$ cat config.mk
export PLATFORM = sky130hd
export DESIGN_NAME = pcp_port_cfg
export DESIGN_NICKNAME = d
export VERILOG_FILES = /design/src/rtl/pcp_pkg.sv /design/src/rtl/pcp_port_cfg.sv
export SDC_FILE = /design/constraint.sdc
export NUM_CORES = 1
export LEC_CHECK = 0
export BUFFER_PORTS_ARGS = -buffer_cell sky130_fd_sc_hd__buf_2
export CORE_MARGIN = 4
export CORE_UTILIZATION = 47
export DETAILED_ROUTE_END_ITERATION = 7
export PLACE_DENSITY_LB_ADDON = 0.25
export SYNTH_ARGS = -nofsm -noshare
export SYNTH_HDL_FRONTEND = slang
export SYNTH_SLANG_ARGS = --single-unit
$ cat constraint.sdc
create_clock -name REF_CLK -period 7.4 [get_ports REF_CLK]
set_clock_uncertainty 0.05 [all_clocks]
set_input_delay 2.22 -clock REF_CLK [delete_from_list [all_inputs] [get_ports REF_CLK]]
set_output_delay 2.22 -clock REF_CLK [all_outputs]
set_load 0.05 [all_outputs]
$ cat src/rtl/pcp_pkg.sv
// Constants for the port configuration and Port 1 bus block
package pcp_pkg;

    // ---------------------------------------------------------------
    // Register indices
    // ---------------------------------------------------------------
    localparam logic [3:0] OFS_CFG   = 4'h0;
    localparam logic [3:0] OFS_P1DIR = 4'h1;
    localparam logic [3:0] OFS_P1OUT = 4'h2;
    localparam logic [3:0] OFS_P1CTL = 4'h3;
    localparam logic [3:0] OFS_P0OUT = 4'h4;
    localparam logic [3:0] OFS_P0DIR = 4'h5;
    localparam logic [3:0] OFS_P2M   = 4'h6;
    localparam logic [3:0] OFS_P3M   = 4'h7;
    localparam logic [3:0] OFS_P3OUT = 4'h8;
    localparam logic [3:0] OFS_XADL  = 4'h9;
    localparam logic [3:0] OFS_XADH  = 4'ha;
    localparam logic [3:0] OFS_XDAT  = 4'hb;
    localparam logic [3:0] OFS_XCMD  = 4'hc;
    localparam logic [3:0] OFS_P1IN  = 4'hd;
    localparam logic [3:0] OFS_P0IN  = 4'he;

    // ---------------------------------------------------------------
    // Field positions and reset values
    // ---------------------------------------------------------------
    localparam int CFG_CMP   = 0;
    localparam int CFG_P1PP  = 1;
    localparam int CFG_P0PP  = 2;
    localparam int CFG_P0STD = 3;
    localparam int CFG_P1STD = 4;
    localparam int CFG_P2STD = 5;
    localparam int CFG_P3STD = 6;
    localparam int CFG_OSC   = 7;
    localparam int CTL_UPPER = 2;
    localparam int CTL_FLOAT = 3;
    localparam int CMD_GO    = 0;
    localparam int CMD_RD    = 1;
    localparam logic [7:0] CFG_RST  = 8'hfe;
    localparam logic [7:0] DIR_RST  = 8'hff;
    localparam logic [7:0] ZERO8    = 8'h00;
    localparam logic [7:0] MODE_RST = 8'h00;

    // Port 1 modes
    localparam logic [1:0] P1_IO  = 2'h0;
    localparam logic [1:0] P1_HS  = 2'h1;
    localparam logic [1:0] P1_BUS = 2'h2;

    // Data strobe length in clock cycles
    localparam logic [2:0] DS_CYC = 3'h2;

    typedef enum logic [1:0] {
        ST_IDLE = 2'b00,
        ST_ADDR = 2'b01,
        ST_DATA = 2'b10,
        ST_END  = 2'b11
    } pcp_st_e;

endpackage : pcp_pkg

$ cat src/rtl/pcp_port_cfg.sv
// Port configuration, Port 1 I/O, handshake and external bus
//
// The address-and-strobe port and the register offsets are this design's own decisions.
`timescale 1ns/1ns
`default_nettype none

module pcp_port_cfg
    import pcp_pkg::*;
(
    input  wire logic       REF_CLK,
    input  wire logic       RESET,
    input  wire logic       STOP_WAKE,
    input  wire logic       INT_PROG_MEM,
    input  wire logic [3:0] ADDR,
    input  wire logic [7:0] WDATA,
    input  wire logic       WR,
    input  wire logic       RD,
    output logic      [7:0] RDATA,
    input  wire logic [7:0] P1_I,
    output logic      [7:0] P1_O,
    output logic      [7:0] P1_OE,
    input  wire logic [7:0] P0_I,
    output logic      [7:0] P0_O,
    output logic      [7:0] P0_OE,
    output logic            ADDR_STROBE_N_O,
    output logic            ADDR_STROBE_N_OE,
    output logic            DATA_STROBE_N_O,
    output logic            DATA_STROBE_N_OE,
    output logic            RD_WR_O,
    output logic            RD_WR_OE,
    input  wire logic       PORT3_LINE3,
    input  wire logic [1:0] CMP_IN,
    output logic      [3:0] P3_HI_O,
    output logic            P0_LOW_NOISE,
    output logic            P1_LOW_NOISE,
    output logic            P2_LOW_NOISE,
    output logic            P3_LOW_NOISE,
    output logic            OSC_LOW_DRIVE,
    output logic      [7:0] P2_MODE,
    output logic      [7:0] P3_MODE
);

    // ---------------------------------------------------------------
    // Register state
    // ---------------------------------------------------------------
    logic [7:0] port_drive_config_r;
    logic [7:0] p1_dir_r;
    logic [7:0] p1_out_r;
    logic [1:0] p1_mode_r;
    logic       upper_en_r;
    logic       float_r;
    logic [7:0] p0_out_r;
    logic [7:0] p0_dir_r;
    logic [7:0] port2_mode_reg_r;
    logic [7:0] port3_mode_reg_r;
    logic [3:0] p3_out_r;
    logic [7:0] xadl_r;
    logic [7:0] xadh_r;
    logic [7:0] xdat_r;
    logic       xrd_r;
    logic       hs_pend_r;
    logic [7:0] rdata_r;
    pcp_st_e    st_r;
    pcp_st_e    st_nxt;
    logic [2:0] ds_cnt_r;

    logic       clr;
    logic       wr_cfg;
    logic       wr_p1out;
    logic       wr_cmd;
    logic       busy;
    logic       hs_ready;
    logic       port1_data_avail_n;
    logic       bus_mode;

    // Stop wake-up clears like reset, except for the Port 2/3 modes
    assign clr      = RESET | STOP_WAKE;
    assign wr_cfg   = WR && (ADDR == OFS_CFG);
    assign wr_p1out = WR && (ADDR == OFS_P1OUT);
    assign wr_cmd   = WR && (ADDR == OFS_XCMD);
    assign busy     = (st_r != ST_IDLE);
    assign bus_mode = (p1_mode_r == P1_BUS);
    assign hs_ready = PORT3_LINE3;

    // ---------------------------------------------------------------
    // Drive configuration
    // ---------------------------------------------------------------
    always_ff @(posedge REF_CLK) begin
        if (clr) begin
            port_drive_config_r <= CFG_RST;
        end else if (wr_cfg) begin
            port_drive_config_r <= WDATA;
        end
    end

    // Low-noise selects are the inverse of the standard-mode bits
    assign P0_LOW_NOISE  = ~port_drive_config_r[CFG_P0STD];
    assign P1_LOW_NOISE  = ~port_drive_config_r[CFG_P1STD];
    assign P2_LOW_NOISE  = ~port_drive_config_r[CFG_P2STD];
    assign P3_LOW_NOISE  = ~port_drive_config_r[CFG_P3STD];
    // Clock ratio is untouched; only oscillator drive drops
    assign OSC_LOW_DRIVE = ~port_drive_config_r[CFG_OSC];

    // ---------------------------------------------------------------
    // Port 1 mode and direction
    // ---------------------------------------------------------------
    always_ff @(posedge REF_CLK) begin
        if (clr) begin
            p1_dir_r <= DIR_RST;
        end else if (WR && (ADDR == OFS_P1DIR)) begin
            p1_dir_r <= WDATA;
        end
    end

    // Without internal program memory the port wakes as the bus
    always_ff @(posedge REF_CLK) begin
        if (clr) begin
            p1_mode_r  <= INT_PROG_MEM ? P1_IO : P1_BUS;
            upper_en_r <= ~INT_PROG_MEM;
            float_r    <= 1'b0;
        end else if (WR && (ADDR == OFS_P1CTL)) begin
            p1_mode_r  <= WDATA[1:0];
            upper_en_r <= WDATA[CTL_UPPER];
            float_r    <= WDATA[CTL_FLOAT];
        end
    end

    always_ff @(posedge REF_CLK) begin
        if (clr) begin
            p1_out_r <= ZERO8;
        end else if (wr_p1out) begin
            p1_out_r <= WDATA;
        end
    end

    // ---------------------------------------------------------------
    // Port 1 output handshake
    // ---------------------------------------------------------------
    // A new byte wins over an acknowledge in the same cycle
    always_ff @(posedge REF_CLK) begin
        if (clr) begin
            hs_pend_r <= 1'b0;
        end else if (wr_p1out && (p1_mode_r == P1_HS)) begin
            hs_pend_r <= 1'b1;
        end else if (hs_pend_r && hs_ready) begin
            hs_pend_r <= 1'b0;
        end
    end

    assign port1_data_avail_n = ~hs_pend_r;

    // ---------------------------------------------------------------
    // Port 0, Port 2/3 modes, Port 3 outputs
    // ---------------------------------------------------------------
    always_ff @(posedge REF_CLK) begin
        if (clr) begin
            p0_out_r <= ZERO8;
            p0_dir_r <= DIR_RST;
            p3_out_r <= 4'h0;
        end else if (WR) begin
            if (ADDR == OFS_P0OUT) begin
                p0_out_r <= WDATA;
            end
            if (ADDR == OFS_P0DIR) begin
                p0_dir_r <= WDATA;
            end
            if (ADDR == OFS_P3OUT) begin
                p3_out_r <= WDATA[3:0];
            end
        end
    end

    // Only a true reset restores these; a stop wake-up keeps them
    always_ff @(posedge REF_CLK) begin
        if (RESET) begin
            port2_mode_reg_r <= MODE_RST;
            port3_mode_reg_r <= MODE_RST;
        end else if (WR && (ADDR == OFS_P2M)) begin
            port2_mode_reg_r <= WDATA;
        end else if (WR && (ADDR == OFS_P3M)) begin
            port3_mode_reg_r <= WDATA;
        end
    end

    assign P2_MODE = port2_mode_reg_r;
    assign P3_MODE = port3_mode_reg_r;

    // Line 4 carries data-available in handshake mode unless the
    // comparator claims it
    always_comb begin
        P3_HI_O = p3_out_r;
        if (p1_mode_r == P1_HS) begin
            P3_HI_O[0] = port1_data_avail_n;
        end
        if (port_drive_config_r[CFG_CMP]) begin
            P3_HI_O[0] = CMP_IN[0];
            P3_HI_O[3] = CMP_IN[1];
        end
    end

    // ---------------------------------------------------------------
    // External bus cycle registers
    // ---------------------------------------------------------------
    // Address and write data are frozen while a cycle runs
    always_ff @(posedge REF_CLK) begin
        if (clr) begin
            xadl_r <= ZERO8;
            xadh_r <= ZERO8;
            xrd_r  <= 1'b0;
        end else if (WR && !busy) begin
            if (ADDR == OFS_XADL) begin
                xadl_r <= WDATA;
            end
            if (ADDR == OFS_XADH) begin
                xadh_r <= WDATA;
            end
            if (ADDR == OFS_XCMD) begin
                xrd_r <= WDATA[CMD_RD];
            end
        end
    end

    always_ff @(posedge REF_CLK) begin
        if (clr) begin
            xdat_r <= ZERO8;
        end else if (st_r == ST_DATA && xrd_r && ds_cnt_r == 3'h1) begin
            xdat_r <= P1_I;
        end else if (WR && !busy && ADDR == OFS_XDAT) begin
            xdat_r <= WDATA;
        end
    end

    // ---------------------------------------------------------------
    // External bus sequencer
    // ---------------------------------------------------------------
    always_comb begin
        st_nxt = st_r;
        case (st_r)
            ST_IDLE: begin
                if (wr_cmd && WDATA[CMD_GO] && bus_mode) begin
                    st_nxt = ST_ADDR;
                end
            end
            ST_ADDR: begin
                st_nxt = ST_DATA;
            end
            ST_DATA: begin
                if (ds_cnt_r == 3'h1) begin
                    st_nxt = ST_END;
                end
            end
            ST_END: begin
                st_nxt = ST_IDLE;
            end
            default: begin
                st_nxt = ST_IDLE;
            end
        endcase
    end

    always_ff @(posedge REF_CLK) begin
        if (clr) begin
            st_r <= ST_IDLE;
        end else begin
            st_r <= st_nxt;
        end
    end

    always_ff @(posedge REF_CLK) begin
        if (clr) begin
            ds_cnt_r <= 3'h0;
        end else if (st_r == ST_ADDR) begin
            ds_cnt_r <= DS_CYC;
        end else if (st_r == ST_DATA) begin
            ds_cnt_r <= ds_cnt_r - 3'h1;
        end
    end

    // Strobes follow the state; floated together with the ports
    assign ADDR_STROBE_N_O  = ~(st_r == ST_ADDR);
    assign DATA_STROBE_N_O  = ~(st_r == ST_DATA);
    assign RD_WR_O          = busy ? xrd_r : 1'b1;
    assign ADDR_STROBE_N_OE = bus_mode & ~float_r;
    assign DATA_STROBE_N_OE = bus_mode & ~float_r;
    assign RD_WR_OE         = bus_mode & ~float_r;

    // ---------------------------------------------------------------
    // Pin drivers
    // ---------------------------------------------------------------
    // Open-drain lines only drive a low; a high is left to the pull-up
    genvar gi;
    generate
        for (gi = 0; gi < 8; gi++) begin : g_pin
            logic p1_val;
            logic p1_drv;
            logic p0_val;
            logic p0_drv;

            always_comb begin
                p1_val = p1_out_r[gi];
                p1_drv = ~p1_dir_r[gi];
                if (bus_mode) begin
                    p1_drv = 1'b0;
                    if (st_r == ST_ADDR) begin
                        p1_val = xadl_r[gi];
                        p1_drv = 1'b1;
                    end else if (st_r == ST_DATA && !xrd_r) begin
                        p1_val = xdat_r[gi];
                        p1_drv = 1'b1;
                    end
                end
            end

            always_comb begin
                p0_val = p0_out_r[gi];
                p0_drv = ~p0_dir_r[gi];
                if (bus_mode && upper_en_r && busy) begin
                    p0_val = xadh_r[gi];
                    p0_drv = 1'b1;
                end
            end

            assign P1_O[gi]  = p1_val;
            assign P1_OE[gi] = p1_drv & ~float_r
                & (port_drive_config_r[CFG_P1PP] | ~p1_val);
            assign P0_O[gi]  = p0_val;
            assign P0_OE[gi] = p0_drv & ~float_r
                & (port_drive_config_r[CFG_P0PP] | ~p0_val);
        end
    endgenerate

    // ---------------------------------------------------------------
    // Read port
    // ---------------------------------------------------------------
    always_ff @(posedge REF_CLK) begin
        if (clr) begin
            rdata_r <= ZERO8;
        end else if (RD) begin
            case (ADDR)
                OFS_CFG:   rdata_r <= port_drive_config_r;
                OFS_P1DIR: rdata_r <= p1_dir_r;
                OFS_P1OUT: rdata_r <= p1_out_r;
                OFS_P1CTL: rdata_r <= {4'h0, float_r, upper_en_r,
                                       p1_mode_r};
                OFS_P0OUT: rdata_r <= p0_out_r;
                OFS_P0DIR: rdata_r <= p0_dir_r;
                OFS_P2M:   rdata_r <= port2_mode_reg_r;
                OFS_P3M:   rdata_r <= port3_mode_reg_r;
                OFS_P3OUT: rdata_r <= {4'h0, p3_out_r};
                OFS_XADL:  rdata_r <= xadl_r;
                OFS_XADH:  rdata_r <= xadh_r;
                OFS_XDAT:  rdata_r <= xdat_r;
                OFS_XCMD:  rdata_r <= {6'h00, hs_pend_r, busy};
                OFS_P1IN:  rdata_r <= P1_I;
                OFS_P0IN:  rdata_r <= P0_I;
                default:   rdata_r <= ZERO8;
            endcase
        end else begin
            rdata_r <= ZERO8;
        end
    end

    assign RDATA = rdata_r;

endmodule : pcp_port_cfg

`default_nettype wire

-- Yosys cells after proc, flatten, opt, wreduce, memory -nomap -nowiden
Index checks and enable logic that the tools add are counted.
- add/sub/neg operators: 1
- eq/ne operators: 22
- muxes and demuxes: 69
- bitwise gates (word level): 94
- reduce and logical (&&, ||, !) cells: 37
- operators with widths (kind ; count):
    $pmux 8 s15 ; 1
    $mux 1 ; 58
    $not 1->1 ; 44
    $and 1x1->1 ; 33
    $eq 4x4->1 const B ; 7
    $logic_and 1x1->1 ; 18
    $or 1x1->1 ; 17
    $eq 4x3->1 const B ; 4
    $mux 8 ; 2
    $reduce_and 2->1 ; 8
    $mux 2 ; 7
    $reduce_bool 2->1 ; 5
    $eq 4x2->1 const B ; 2
    $pmux 2 s4 ; 1
    $eq 2x2->1 const B ; 3
    $eq 2x1->1 const B ; 2
    $eq 4x1->1 const B ; 1
    $logic_not 4->1 ; 1
    $ne 2x2->1 const B ; 2
    $reduce_or 2->1 ; 2
    $eq 3x1->1 const B ; 1
    $sub 3x1->3 const B ; 1
    $logic_not 1->1 ; 2
    $logic_not 2->1 ; 1
- flip-flop bits (word level): 103
- bits of input ports: 37
- output and inout port bits: 71
- word-level logic and storage cells: 243

-- Logic depth before layout (Yosys ltp)
Gate-level depths: netlist (run 1).
- depth after elaboration: 8
- gate-level depth with buffers: 9
- mapped depth without buffers: 6

-- Worst setup path after synthesis (run 1)
OpenSTA, ideal clock, no wires.
- path type: in2out
- from: input CMP_IN[0]
- to: output P3_HI_O[0]
- arrival time: 2777 ps
- data required time: 5130 ps
- setup slack: 2353 ps
- cell stages on the path: 2
- path buffers: 0
- path through: nand2_1 > o21ai_0
- longest elaborated chain between the ends: 1
- ends and longest elaborated chain (what ; line ; text):
    from (decl) ; pcp_port_cfg.sv:32 ; input wire logic [1:0] CMP_IN,
    $mux 1 ; pcp_port_cfg.sv:195 ; if (port_drive_config_r[CFG_CMP]) begin
    to (decl) ; pcp_port_cfg.sv:33 ; output logic [3:0] P3_HI_O,
Every way passes these cells.

-- Final worst setup path (run 1)
- from: input CMP_IN[1]
- to: output P3_HI_O[3]
Same word-level chain as after synthesis.

==> results of run 1 <==
-- flip-flops by register name (all words and copies together) (netlist names), 3 cells and up --
signal,flops
P2_MODE,8
P3_MODE,8
RDATA,8
p0_dir_r,8
p0_out_r,8
p1_dir_r,8
p1_out_r,8
port_drive_config_r,8
xadh_r,8
xadl_r,8
xdat_r,8
p3_out_r,4
ds_cnt_r,3
-- final timing paths --
check                            from                        to  slack, ps
min reg2reg  p1_out_r[6]$_SDFFE_PN0P_  p1_out_r[6]$_SDFFE_PN0P_        450
max                         CMP_IN[1]                P3_HI_O[3]       2350
max reg2reg      st_r[0]$_SDFFE_PN0P_    xdat_r[5]$_SDFFE_PN0P_       5050
min          p1_out_r[6]$_SDFFE_PN0P_  p1_out_r[6]$_SDFFE_PN0P_        450
-- power by group --
part | switching, mW | internal [mW] | total [mW]
Combinational | 0.134 | 0.0479 | 0.182
Clock | 0.209 | 0.289 | 0.498
Sequential | 0.00642 | 0.563 | 0.570
-- stage by stage --
step	cell area, µm²	cells	setup slack [ps]
floorplan	5910	725	2350
global placement	6240	923	2360
detailed placement	6240	923	2340
CTS	6550	939	2340
global route	6550	939	2220
finish	6550	939	2350
-- routing by layer --
layer | global-route usage, % | vias up
met3 | 6.22 | 51
li1 | - | 2656
met2 | 43.0 | 332
met1 | 38.7 | 2784
met4 | 9.59 | 0
met5 | 0 | -
-- kinds of logic after synthesis --
| logic type | count (synthesis) | synth area share [%] |
|---|---|---|
| AO/OA/AOI/OAI | 196 | 22.3 |
| multiplexers | 49 | 9.08 |
| XOR/XNOR | 2 | 0.296 |
| AND/OR/NAND/NOR | 273 | 23.1 |
| buffers and inverters | 96 | 8.63 |
| flip-flops | 103 | 35.4 |
| adder cells (fa/ha/maj) | 6 | 1.27 |
-- cell type report --
type / instances / area (µm²)
clock buffer: 13 / 270
clock inverter: 3 / 40.0
fill: 1180 / 5610
inverter: 15 / 56.3
multi-input combinational: 526 / 3310
sequential: 103 / 2090
tap: 168 / 210
timing repair buffer: 111 / 566
-- cells in the final DEF (no fill, tap or decap), types with 14 or more instances in the layout --
cell type,netlist,layout
sky130_fd_sc_hd__a211oi_1,16,16
sky130_fd_sc_hd__a21oi_1,57,57
sky130_fd_sc_hd__buf_2,21,107
sky130_fd_sc_hd__dfxtp_1,100,100
sky130_fd_sc_hd__inv_1,14,14
sky130_fd_sc_hd__mux2_2,17,17
sky130_fd_sc_hd__mux2i_1,30,30
sky130_fd_sc_hd__nand2_1,107,107
sky130_fd_sc_hd__nand3_1,33,33
sky130_fd_sc_hd__nor2_1,52,51
sky130_fd_sc_hd__nor2b_1,25,25
sky130_fd_sc_hd__o21ai_0,43,43
-- worst min-delay path, cell delays in order, from the launching register on --
cell and delay, ps:
sky130_fd_sc_hd__dfxtp_1 330, sky130_fd_sc_hd__nand2_1 60, sky130_fd_sc_hd__a21oi_1 60
==> results.md, run 1 <==
- Startpoint kind of the worst setup timing path: input pin
- Final Total Pwr: 1.25 mW
- Crit path largest cell delay: 250 ps
- Top-level port count: 108
- Top cell types by occurrence after synthesis: 107 x sky130_fd_sc_hd__nand2_1, 100 x sky130_fd_sc_hd__dfxtp_1, 57 x sky130_fd_sc_hd__a21oi_1
- Gate family responsible for the most delay along the worst path: buffers and inverters
- Share of layout cells above drive strength 1: 21.5%
- Met2 wire length: 9300 µm
- Remaining design rule violation count: 0
- Number of enable-type register cells in the synthesized netlist: 3
- Power per unit of standard cell area: 191 mW/mm²
- Total iterations of the first detailed-routing run: 5
- HPWL after detailed placement: 14600 µm
- Type of the most critical hold path: flop to flop
- Antenna diode count: 0
- Placement row count: 40
- Final number of setup-violating endpoints: 0
- Number of stages on the worst setup path: 3
- Routed wire length: 20800 µm
- Full die area: about 0.014 mm²
- Total buffers and inverters traversed by the critical path: 2
- Source-to-sink clock delay at the later pin of the worst-skew pair: 360 ps
- Violation count after the first detailed-route iteration: 775
- Max-cap viol count: 0
- Resized cells post-CTS: 0
- Register clock-pin slew on the reported worst setup and hold paths: 70 ps
- Synthesized netlist net count: about 770
- Clock buffer count from CTS: 9
- DR vias: 5823
- Run status: finished, final reports clean
- Sequential area share after synthesis: 35.4%
- Number of antenna violations at the first check in global routing: 0
- Avg Inst Size Synth: between 8 and 9 µm²
- Die Y-Extent: 120 µm
- Critical Path Most Common Cell: sky130_fd_sc_hd__buf_2
- Number of nets in the layout: 809
- Via-per-instance ratio: 6.20
- Maximum buffer depth of the clock tree: 2
- Effective utilization at floorplan: ~49%
- Actual slew at the worst max-slew pin: 1150 ps
- Met3 WL: 2030 µm
- Library cells used by synthesis: 67
- Post-route fraction of the period consumed by the critical path: between 60% and 70%
- Number of max-slew violations in the final report: 0
- Clock period minus final worst setup slack: 5050 ps
- Post-route antenna net violation count: 0
- Area added between synthesis and finish: 10.7%
- Number of global-route vias before repair: 5237
- Chip width: 120 µm
- Top flip-flop cell by instance count after synthesis: sky130_fd_sc_hd__dfxtp_1
- Cell area after synthesis: 0.00591 mm²
- Slowest library cell on the worst path: sky130_fd_sc_hd__mux2_2
- Worst vdd rail ir drop: 0.135 mV
- # hold bufs at CTS: 0
- Endpoint type of the worst setup path: output port
- Main area contributors after synthesis: sky130_fd_sc_hd__dfxtp_1 34%, sky130_fd_sc_hd__nand2_1 6.8%, sky130_fd_sc_hd__mux2i_1 5.1%, sky130_fd_sc_hd__a21oi_1 4.8%, sky130_fd_sc_hd__o21ai_0 3.6%
- Register bit count reported by yosys: between 100 and 150
- Wire length of the first global-routing pass: 31000 µm
- Detailed-route wire length per cell: 22.1 µm
- Fraction of the core area covered by cells at the end of the flow: 53.8%
- RD Place Congestion: 0.971
- Upper clock frequency limit: 198 MHz
- Library cell used as clock root buffer: sky130_fd_sc_hd__clkbuf_16
- Setup repair after global routing missed its margin: false
- Worst hold path stage count: 2
- Static Leak: roughly 2.8 nW
- Async set or reset register ratio after synthesis: 0%
- Post-synthesis cell type with the largest combined area: sky130_fd_sc_hd__dfxtp_1
- CP Data Required Time: 5130 ps
- Worst-path cell chain: buf_2 -> mux2_2 -> buf_2
- Worst reg-to-reg path cell count: 6
- Hold Worst Slack: 445 ps
- Most frequent cell after synthesis: sky130_fd_sc_hd__nand2_1
- Worst path arrival time: 2780 ps
- GRT Total Usage: between 20% and 30%
- H-tree depth reported by CTS: 3
- Setup Buffers After CTS: 0
- Largest net degree at the start of global routing: 56
- Clock tree from TritonCTS: yes
- Kind of critical path: input pin to output port
- Core Region: 0.0122 mm²
- Count of buffers inserted at the top-level ports: 107
- Synthesis warning total: 0
- Hold violation total from the final report: 0
- Grt ovf: 0
- Total Negative Setup Slacks: 0 ps
- Total routed wire length on the met1 layer: 8720 µm
- Max-slew headroom: 23.5%
- Largest fanout on the critical path: 1
- Top routing layer in use: met4
- Number of standard cells after synthesis: 725
- Clock sink count: 103
- Share of Yosys cell area claimed by the top area cell type: 33.9%
No activity file was read; power rests on OpenSTA's default activity.
==> inputs of run 2 (changes only) <==
==> constraint.sdc (replaced) <==
create_clock -name REF_CLK -period 4.9 [get_ports REF_CLK]
set_clock_uncertainty 0.05 [all_clocks]
set_input_delay 1.47 -clock REF_CLK [delete_from_list [all_inputs] [get_ports REF_CLK]]
set_output_delay 1.47 -clock REF_CLK [all_outputs]
set_load 0.05 [all_outputs]
==> results.md, run 2 (same netlist as run 1, synthesis figures left out) <==
- Largest fanout on the critical path: 21 (+20)
- Filler cell count: 1119 (-5.2%)
- Violation count after the first detailed-route iteration: 757 (-2.3%)
- Setup repair after global routing missed its margin: false
- Detailed-route wire length per cell: 22.2 µm (+0.15%)
- Power per unit of standard cell area: 281 mW/mm² (+47%)
- Type of the most critical hold path: flop to flop
- Resized cells post-CTS: 0 (unchanged)
- Post-route fraction of the period consumed by the critical path: 84.5%
- Source-to-sink clock delay at the later pin of the worst-skew pair: 360 ps (about the same)
- Max-cap viol count: 0 (unchanged)
- Grt ovf: 0 (unchanged)
- Antenna diode count: 0 (unchanged)
- Effective utilization at floorplan: 48.6% (unchanged)
- Remaining design rule violation count: 0 (unchanged)
- Number of antenna violations at the first check in global routing: 0 (unchanged)
- Startpoint kind of the worst setup timing path: flop
- Die Y-Extent: 120 µm (unchanged)
- Post-detailed-placement cell area: 0.00624 mm² (+0.12%)
- Worst vdd rail ir drop: 0.210 mV (+56%)
- Count of buffers inserted at the top-level ports: 107 (unchanged)
- Post-route antenna net violation count: 0 (unchanged)
- Top-level port count: 108 (unchanged)
- Number of nets in the layout: 810 (+0.12%)
- Maximum buffer depth of the clock tree: 2 (unchanged)
- Kind of critical path: flop to output port
- Final number of setup-violating endpoints: 0 (unchanged)
- Total iterations of the first detailed-routing run: 7 (+2)
- Actual slew at the worst max-slew pin: 981 ps (-166 ps)
- Commonest non-fill, non-tap cells in the layout: 107 x sky130_fd_sc_hd__nand2_1, 107 x sky130_fd_sc_hd__buf_2, 100 x sky130_fd_sc_hd__dfxtp_1, 57 x sky130_fd_sc_hd__a21oi_1, 51 x sky130_fd_sc_hd__nor2_1
- Clock sink count: 103 (unchanged)
- # hold bufs at CTS: 0 (unchanged)
- HPWL after detailed placement: 15000 µm (+2.8%)
- Register clock-pin slew on the reported worst setup and hold paths: 70 ps (about the same)
- Number of max-slew violations in the final report: 0 (unchanged)
- Full die area: 0.0144 mm² (unchanged)
- Largest net degree at the start of global routing: 48 (-14%)
- Endpoint type of the worst setup path: output port
- Share of layout cells above drive strength 1: 21.7% (+0.13 points)
- Core Region: 0.0122 mm² (unchanged)
- Worst path arrival time: 2620 ps (-160 ps)
- Clock tree from TritonCTS: yes
- Placement row count: 40 (unchanged)
- Run status: finished, final reports clean
- Wire length of the first global-routing pass: 31300 µm (+0.96%)
- Area added between synthesis and finish: 10.4%
- DR vias: 5742 (-1.4%)
- CP Data Required Time: 3380 ps (-1750 ps)
- Total Negative Setup Slacks: 0 ps (unchanged)
- Upper clock frequency limit: around 240 MHz
- Clock buffer count from CTS: 9 (unchanged)
- GRT Total Usage: 28.5% (+0.51 points)
- Routed wire length: 20800 µm (+0.15%)
- RD Place Congestion: 0.922 (-5.0%)
- Via-per-instance ratio: 6.12 (-1.4%)
- Max-slew headroom: 34.3% (+11 points)
- H-tree depth reported by CTS: 3 (unchanged)
- Static Leak: 2.74 nW (-0.39%)
- Hold violation total from the final report: 0 (unchanged)
- Setup Buffers After CTS: 0 (unchanged)
- Library cell used as clock root buffer: sky130_fd_sc_hd__clkbuf_16
- Final Total Pwr: 1.84 mW (+47%)
- Number of global-route vias before repair: 5248 (+0.21%)
- Clock period minus final worst setup slack: 4140 ps
- Chip width: 120 µm (unchanged)
- Area of all placed cells without fillers: 0.00653 mm² (-0.29%)
==> run 2: layout make-up <==
| type | count | area [µm²] | area share (%) |
|---|---|---|---|
| flip-flops and latches | 103 | 2090 | 32.0 |
| well taps | 168 | 210 | 3.22 |
| clock inverters | 3 | 17.5 | 0.268 |
| inverters | 15 | 56.3 | 0.862 |
| clock buffers | 12 | 267 | 4.08 |
| repair buffers | 112 | 573 | 8.78 |
| multi-input cells | 526 | 3310 | 50.7 |
==> run 2: where the power goes <==
group | internal [mW] | switching [mW] | total (mW)
clock | 0.382 | 0.319 | 0.701
sequential | 0.851 | 0.00980 | 0.861
combinational | 0.0728 | 0.201 | 0.274
==> run 2: final timing paths <==
check	start	end	slack (ps)	cells after the start
worst max-delay path	st_r[1]$_SDFFE_PN0P_	P1_OE[4]	760	6
worst min-delay path	P2_MODE[6]$_SDFFE_PP0N_	P2_MODE[6]$_SDFFE_PP0N_	440	2
worst max register to register	st_r[0]$_SDFFE_PN0P_	xdat_r[1]$_SDFFE_PN0P_	2540	6
worst min register to register	P2_MODE[6]$_SDFFE_PP0N_	P2_MODE[6]$_SDFFE_PP0N_	440	2
==> run 2: through the flow <==
step / util [%] / hold slack [ps] / setup WS [ps] / cells
after global placement: 51.3 / 429 / 1280 / 924
after CTS: 53.7 / 445 / 784 / 939
after global routing: 53.7 / 475 / 532 / 939
after detailed placement: 51.3 / 431 / 1170 / 924
after floorplan: - / 394 / 782 / 725
final: 53.7 / 444 / 761 / 939
==> run 2: critical path, stage by stage, from the launching register on <==
cell and delay, ps:
sky130_fd_sc_hd__dfxtp_1 320, sky130_fd_sc_hd__inv_1 120, sky130_fd_sc_hd__ha_1 630, sky130_fd_sc_hd__o21bai_2 320, sky130_fd_sc_hd__a211oi_1 430, sky130_fd_sc_hd__o311a_1 190
sky130_fd_sc_hd__buf_2 260
==> run 2: per-layer routing <==
metal / up-vias / GRT usage, % / wire length, µm
li1: 2650 / - / -
met1: 2728 / 38.5 / 8820
met2: 309 / 44.0 / 9340
met3: 55 / 6.50 / 1880
met4: 0 / 11.4 / 754
met5: - / 0 / 0
==> inputs of run 3 (changes only) <==
==> constraint.sdc (replaced) <==
create_clock -name REF_CLK -period 4.2 [get_ports REF_CLK]
set_clock_uncertainty 0.05 [all_clocks]
set_input_delay 1.26 -clock REF_CLK [delete_from_list [all_inputs] [get_ports REF_CLK]]
set_output_delay 1.26 -clock REF_CLK [all_outputs]
set_load 0.05 [all_outputs]
==> results.md, run 3 (same netlist as run 1, synthesis figures left out) <==
- Run status: finished, final reports clean
- Top-level port count: 108 (unchanged)
- Max-slew headroom: 42.2% (+7.9 points)
- Reg2reg end: xdat_r[2]$_SDFFE_PN0P_
- Worst reg-to-reg path cell count: 6 (unchanged)
- Worst reg2reg setup slack: 1820 ps (-720 ps)
- Worst vdd rail ir drop: 0.191 mV (-9.1%)
- Endpoint type of the worst setup path: output port
- Gate family responsible for the most delay along the worst path: compound AO/OA/AOI/OAI gates
- CP Data Required Time: 2890 ps (-490 ps)
- Upper clock frequency limit: 262 MHz
- Worst-path cell chain: nand2b_1 -> o21bai_2 -> a211oi_1 -> o311a_1 -> buf_2
- Slowest library cell on the worst path: sky130_fd_sc_hd__o21bai_2
- DR vias: 5817 (+1.3%)
- Clock sink count: 103 (unchanged)
- Actual slew at the worst max-slew pin: 866 ps (-115 ps)
- Total Negative Setup Slacks: 0 ps (unchanged)
- Setup repair after global routing missed its margin: false
- Largest fanout on the critical path: 16 (-24%)
- Total buffers and inverters traversed by the critical path: 1 (-1)
- Commonest non-fill, non-tap cells in the layout: 107 x sky130_fd_sc_hd__nand2_1, 107 x sky130_fd_sc_hd__buf_2, 100 x sky130_fd_sc_hd__dfxtp_1, 57 x sky130_fd_sc_hd__a21oi_1, 51 x sky130_fd_sc_hd__nor2_1
- Maximum buffer depth of the clock tree: 2 (unchanged)
- Die Y-Extent: 120 µm (unchanged)
- Source-to-sink clock delay at the later pin of the worst-skew pair: 360 ps (about the same)
- Full die area: 0.0144 mm² (unchanged)
- Number of antenna violations at the first check in global routing: 0 (unchanged)
- Max-cap viol count: 0 (unchanged)
- Area of the multi-input gates: 0.00331 mm² (unchanged)
- Placement row count: 40 (unchanged)
- Effective utilization at floorplan: 48.6% (unchanged)
- Setup Buffers After CTS: 0 (unchanged)
- Remaining design rule violation count: 0 (unchanged)
- Kind of critical path: flop to output port
- Clock buffer count from CTS: 9 (unchanged)
- Endpoint of the worst hold path: p1_dir_r[5]$_SDFFE_PN1P_
- Worst Setup SP: p1_mode_r[0]$_SDFFCE_PN0P_
- Grt ovf: 0 (unchanged)
- H-tree depth reported by CTS: 3 (unchanged)
- Resized cells post-CTS: 0 (unchanged)
- HPWL after detailed placement: 15400 µm (+2.2%)
- Clock tree from TritonCTS: yes
- Number of global-route vias before repair: 5499 (+4.8%)
- Chip width: 120 µm (unchanged)
- Wire length of the first global-routing pass: 32000 µm (+2.5%)
- Final number of setup-violating endpoints: 0 (unchanged)
- Core Region: 0.0122 mm² (unchanged)
- Flip-flop and latch area: 0.00209 mm² (unchanged)
- Largest net degree at the start of global routing: 43 (-10%)
- RD Place Congestion: 0.991 (+7.5%)
- Worst hold path stage count: 2 (unchanged)
- Detailed-route wire length per cell: 22.3 µm (+0.84%)
- Crit path largest cell delay: 450 ps (-180 ps)
- Power per unit of standard cell area: 325 mW/mm² (+16%)
- Share of layout cells above drive strength 1: 22.4% (+0.70 points)
- Violation count after the first detailed-route iteration: 862 (+14%)
- Clock period minus final worst setup slack: 3820 ps
- Library cell used as clock root buffer: sky130_fd_sc_hd__clkbuf_16
- Hold violation total from the final report: 0 (unchanged)
- Register clock-pin slew on the reported worst setup and hold paths: 70 ps (about the same)
- Routed wire length: 21100 µm (+1.6%)
- Antenna diode count: 0 (unchanged)
- Startpoint of the worst hold path: p1_dir_r[5]$_SDFFE_PN1P_
- Static Leak: 2.77 nW (+0.96%)
- GRT Total Usage: 29.1% (+0.63 points)
- Total iterations of the first detailed-routing run: 5 (-2)
- # hold bufs at CTS: 0 (unchanged)
- Startpoint kind of the worst setup timing path: flop
- Area added between synthesis and finish: 11.1%
- Number of max-slew violations in the final report: 0 (unchanged)
- Count of buffers inserted at the top-level ports: 107 (unchanged)
- Via-per-instance ratio: 6.15 (+0.56%)
- Fraction of the core area covered by cells at the end of the flow: 54.0% (+0.33 points)
- Worst reg2reg path startpoint: st_r[0]$_SDFFE_PN0P_
- Post-route fraction of the period consumed by the critical path: 91.0%
- Post-route antenna net violation count: 0 (unchanged)
- Filler cell count: 1166 (+4.2%)
- Worst path arrival time: 2510 ps (-110 ps)
- Number of nets in the layout: 816 (+0.74%)
- Type of the most critical hold path: flop to flop
[run 3: cell types whose count changed in the layout (fill, tap and decap cells not counted)]
cell	before	now
sky130_fd_sc_hd__clkbuf_8	3	0
sky130_fd_sc_hd__clkinv_4	0	2
sky130_fd_sc_hd__inv_4	0	1
sky130_fd_sc_hd__buf_4	5	11
sky130_fd_sc_hd__inv_6	0	2
sky130_fd_sc_hd__clkinv_2	2	1
[run 3: worst max-delay path by stage]
stage	end	slack (ps)	cells past startpoint
finish	P1_OE[7]	380	5
global route	P1_OE[7]	180	7
CTS	P1_OE[7]	390	5
detailed placement	P1_OE[7]	800	5
global placement	P1_OE[1]	930	5
floorplan	P0_OE[2]	290	6
[run 3: area by class of cell]
cell class / count / area share (%)
Timing Repair Buffer: 118 / 9.41
Multi-Input combinational cell: 526 / 50.4
Tap cell: 168 / 3.20
Clock inverter: 7 / 0.819
Sequential cell: 103 / 31.8
Clock buffer: 9 / 3.43
Inverter: 15 / 0.857
[run 3: power by group]
group / internal, mW / leakage, nW / switching (mW) / total (mW)
registers: 0.992 / 0.838 / 0.0117 / 1.00
logic: 0.0876 / 1.79 / 0.237 / 0.325
clock network: 0.408 / 0.137 / 0.399 / 0.807
[run 3: routing by layer]
layer | vias up | global-route usage, % | share of wire (%)
met3 | 60 | 6.36 | 9.6
met5 | - | 0 | 0
met4 | 0 | 12.5 | 4.0
met2 | 329 | 44.7 | 45
met1 | 2753 | 39.3 | 42
li1 | 2675 | - | -
[run 3: worst register-to-register path, stage by stage (launching register included)]
cell and delay, ps:
sky130_fd_sc_hd__dfxtp_1 340, sky130_fd_sc_hd__inv_1 110, sky130_fd_sc_hd__ha_1 310, sky130_fd_sc_hd__nand4b_1 660
sky130_fd_sc_hd__o21ai_4 480, sky130_fd_sc_hd__nor2_1 110, sky130_fd_sc_hd__a211oi_1 230
[run 3: through the flow]
step	hold WS (ps)	power (mW)	cell area, µm²	std cells	setup WS [ps]
after global placement	431	1.34	6290	930	926
after global routing	470	2.20	6570	946	183
after CTS	453	2.13	6570	946	393
final	456	2.14	6570	946	379
after detailed placement	440	1.35	6290	930	795
after floorplan	394	1.26	5910	725	292
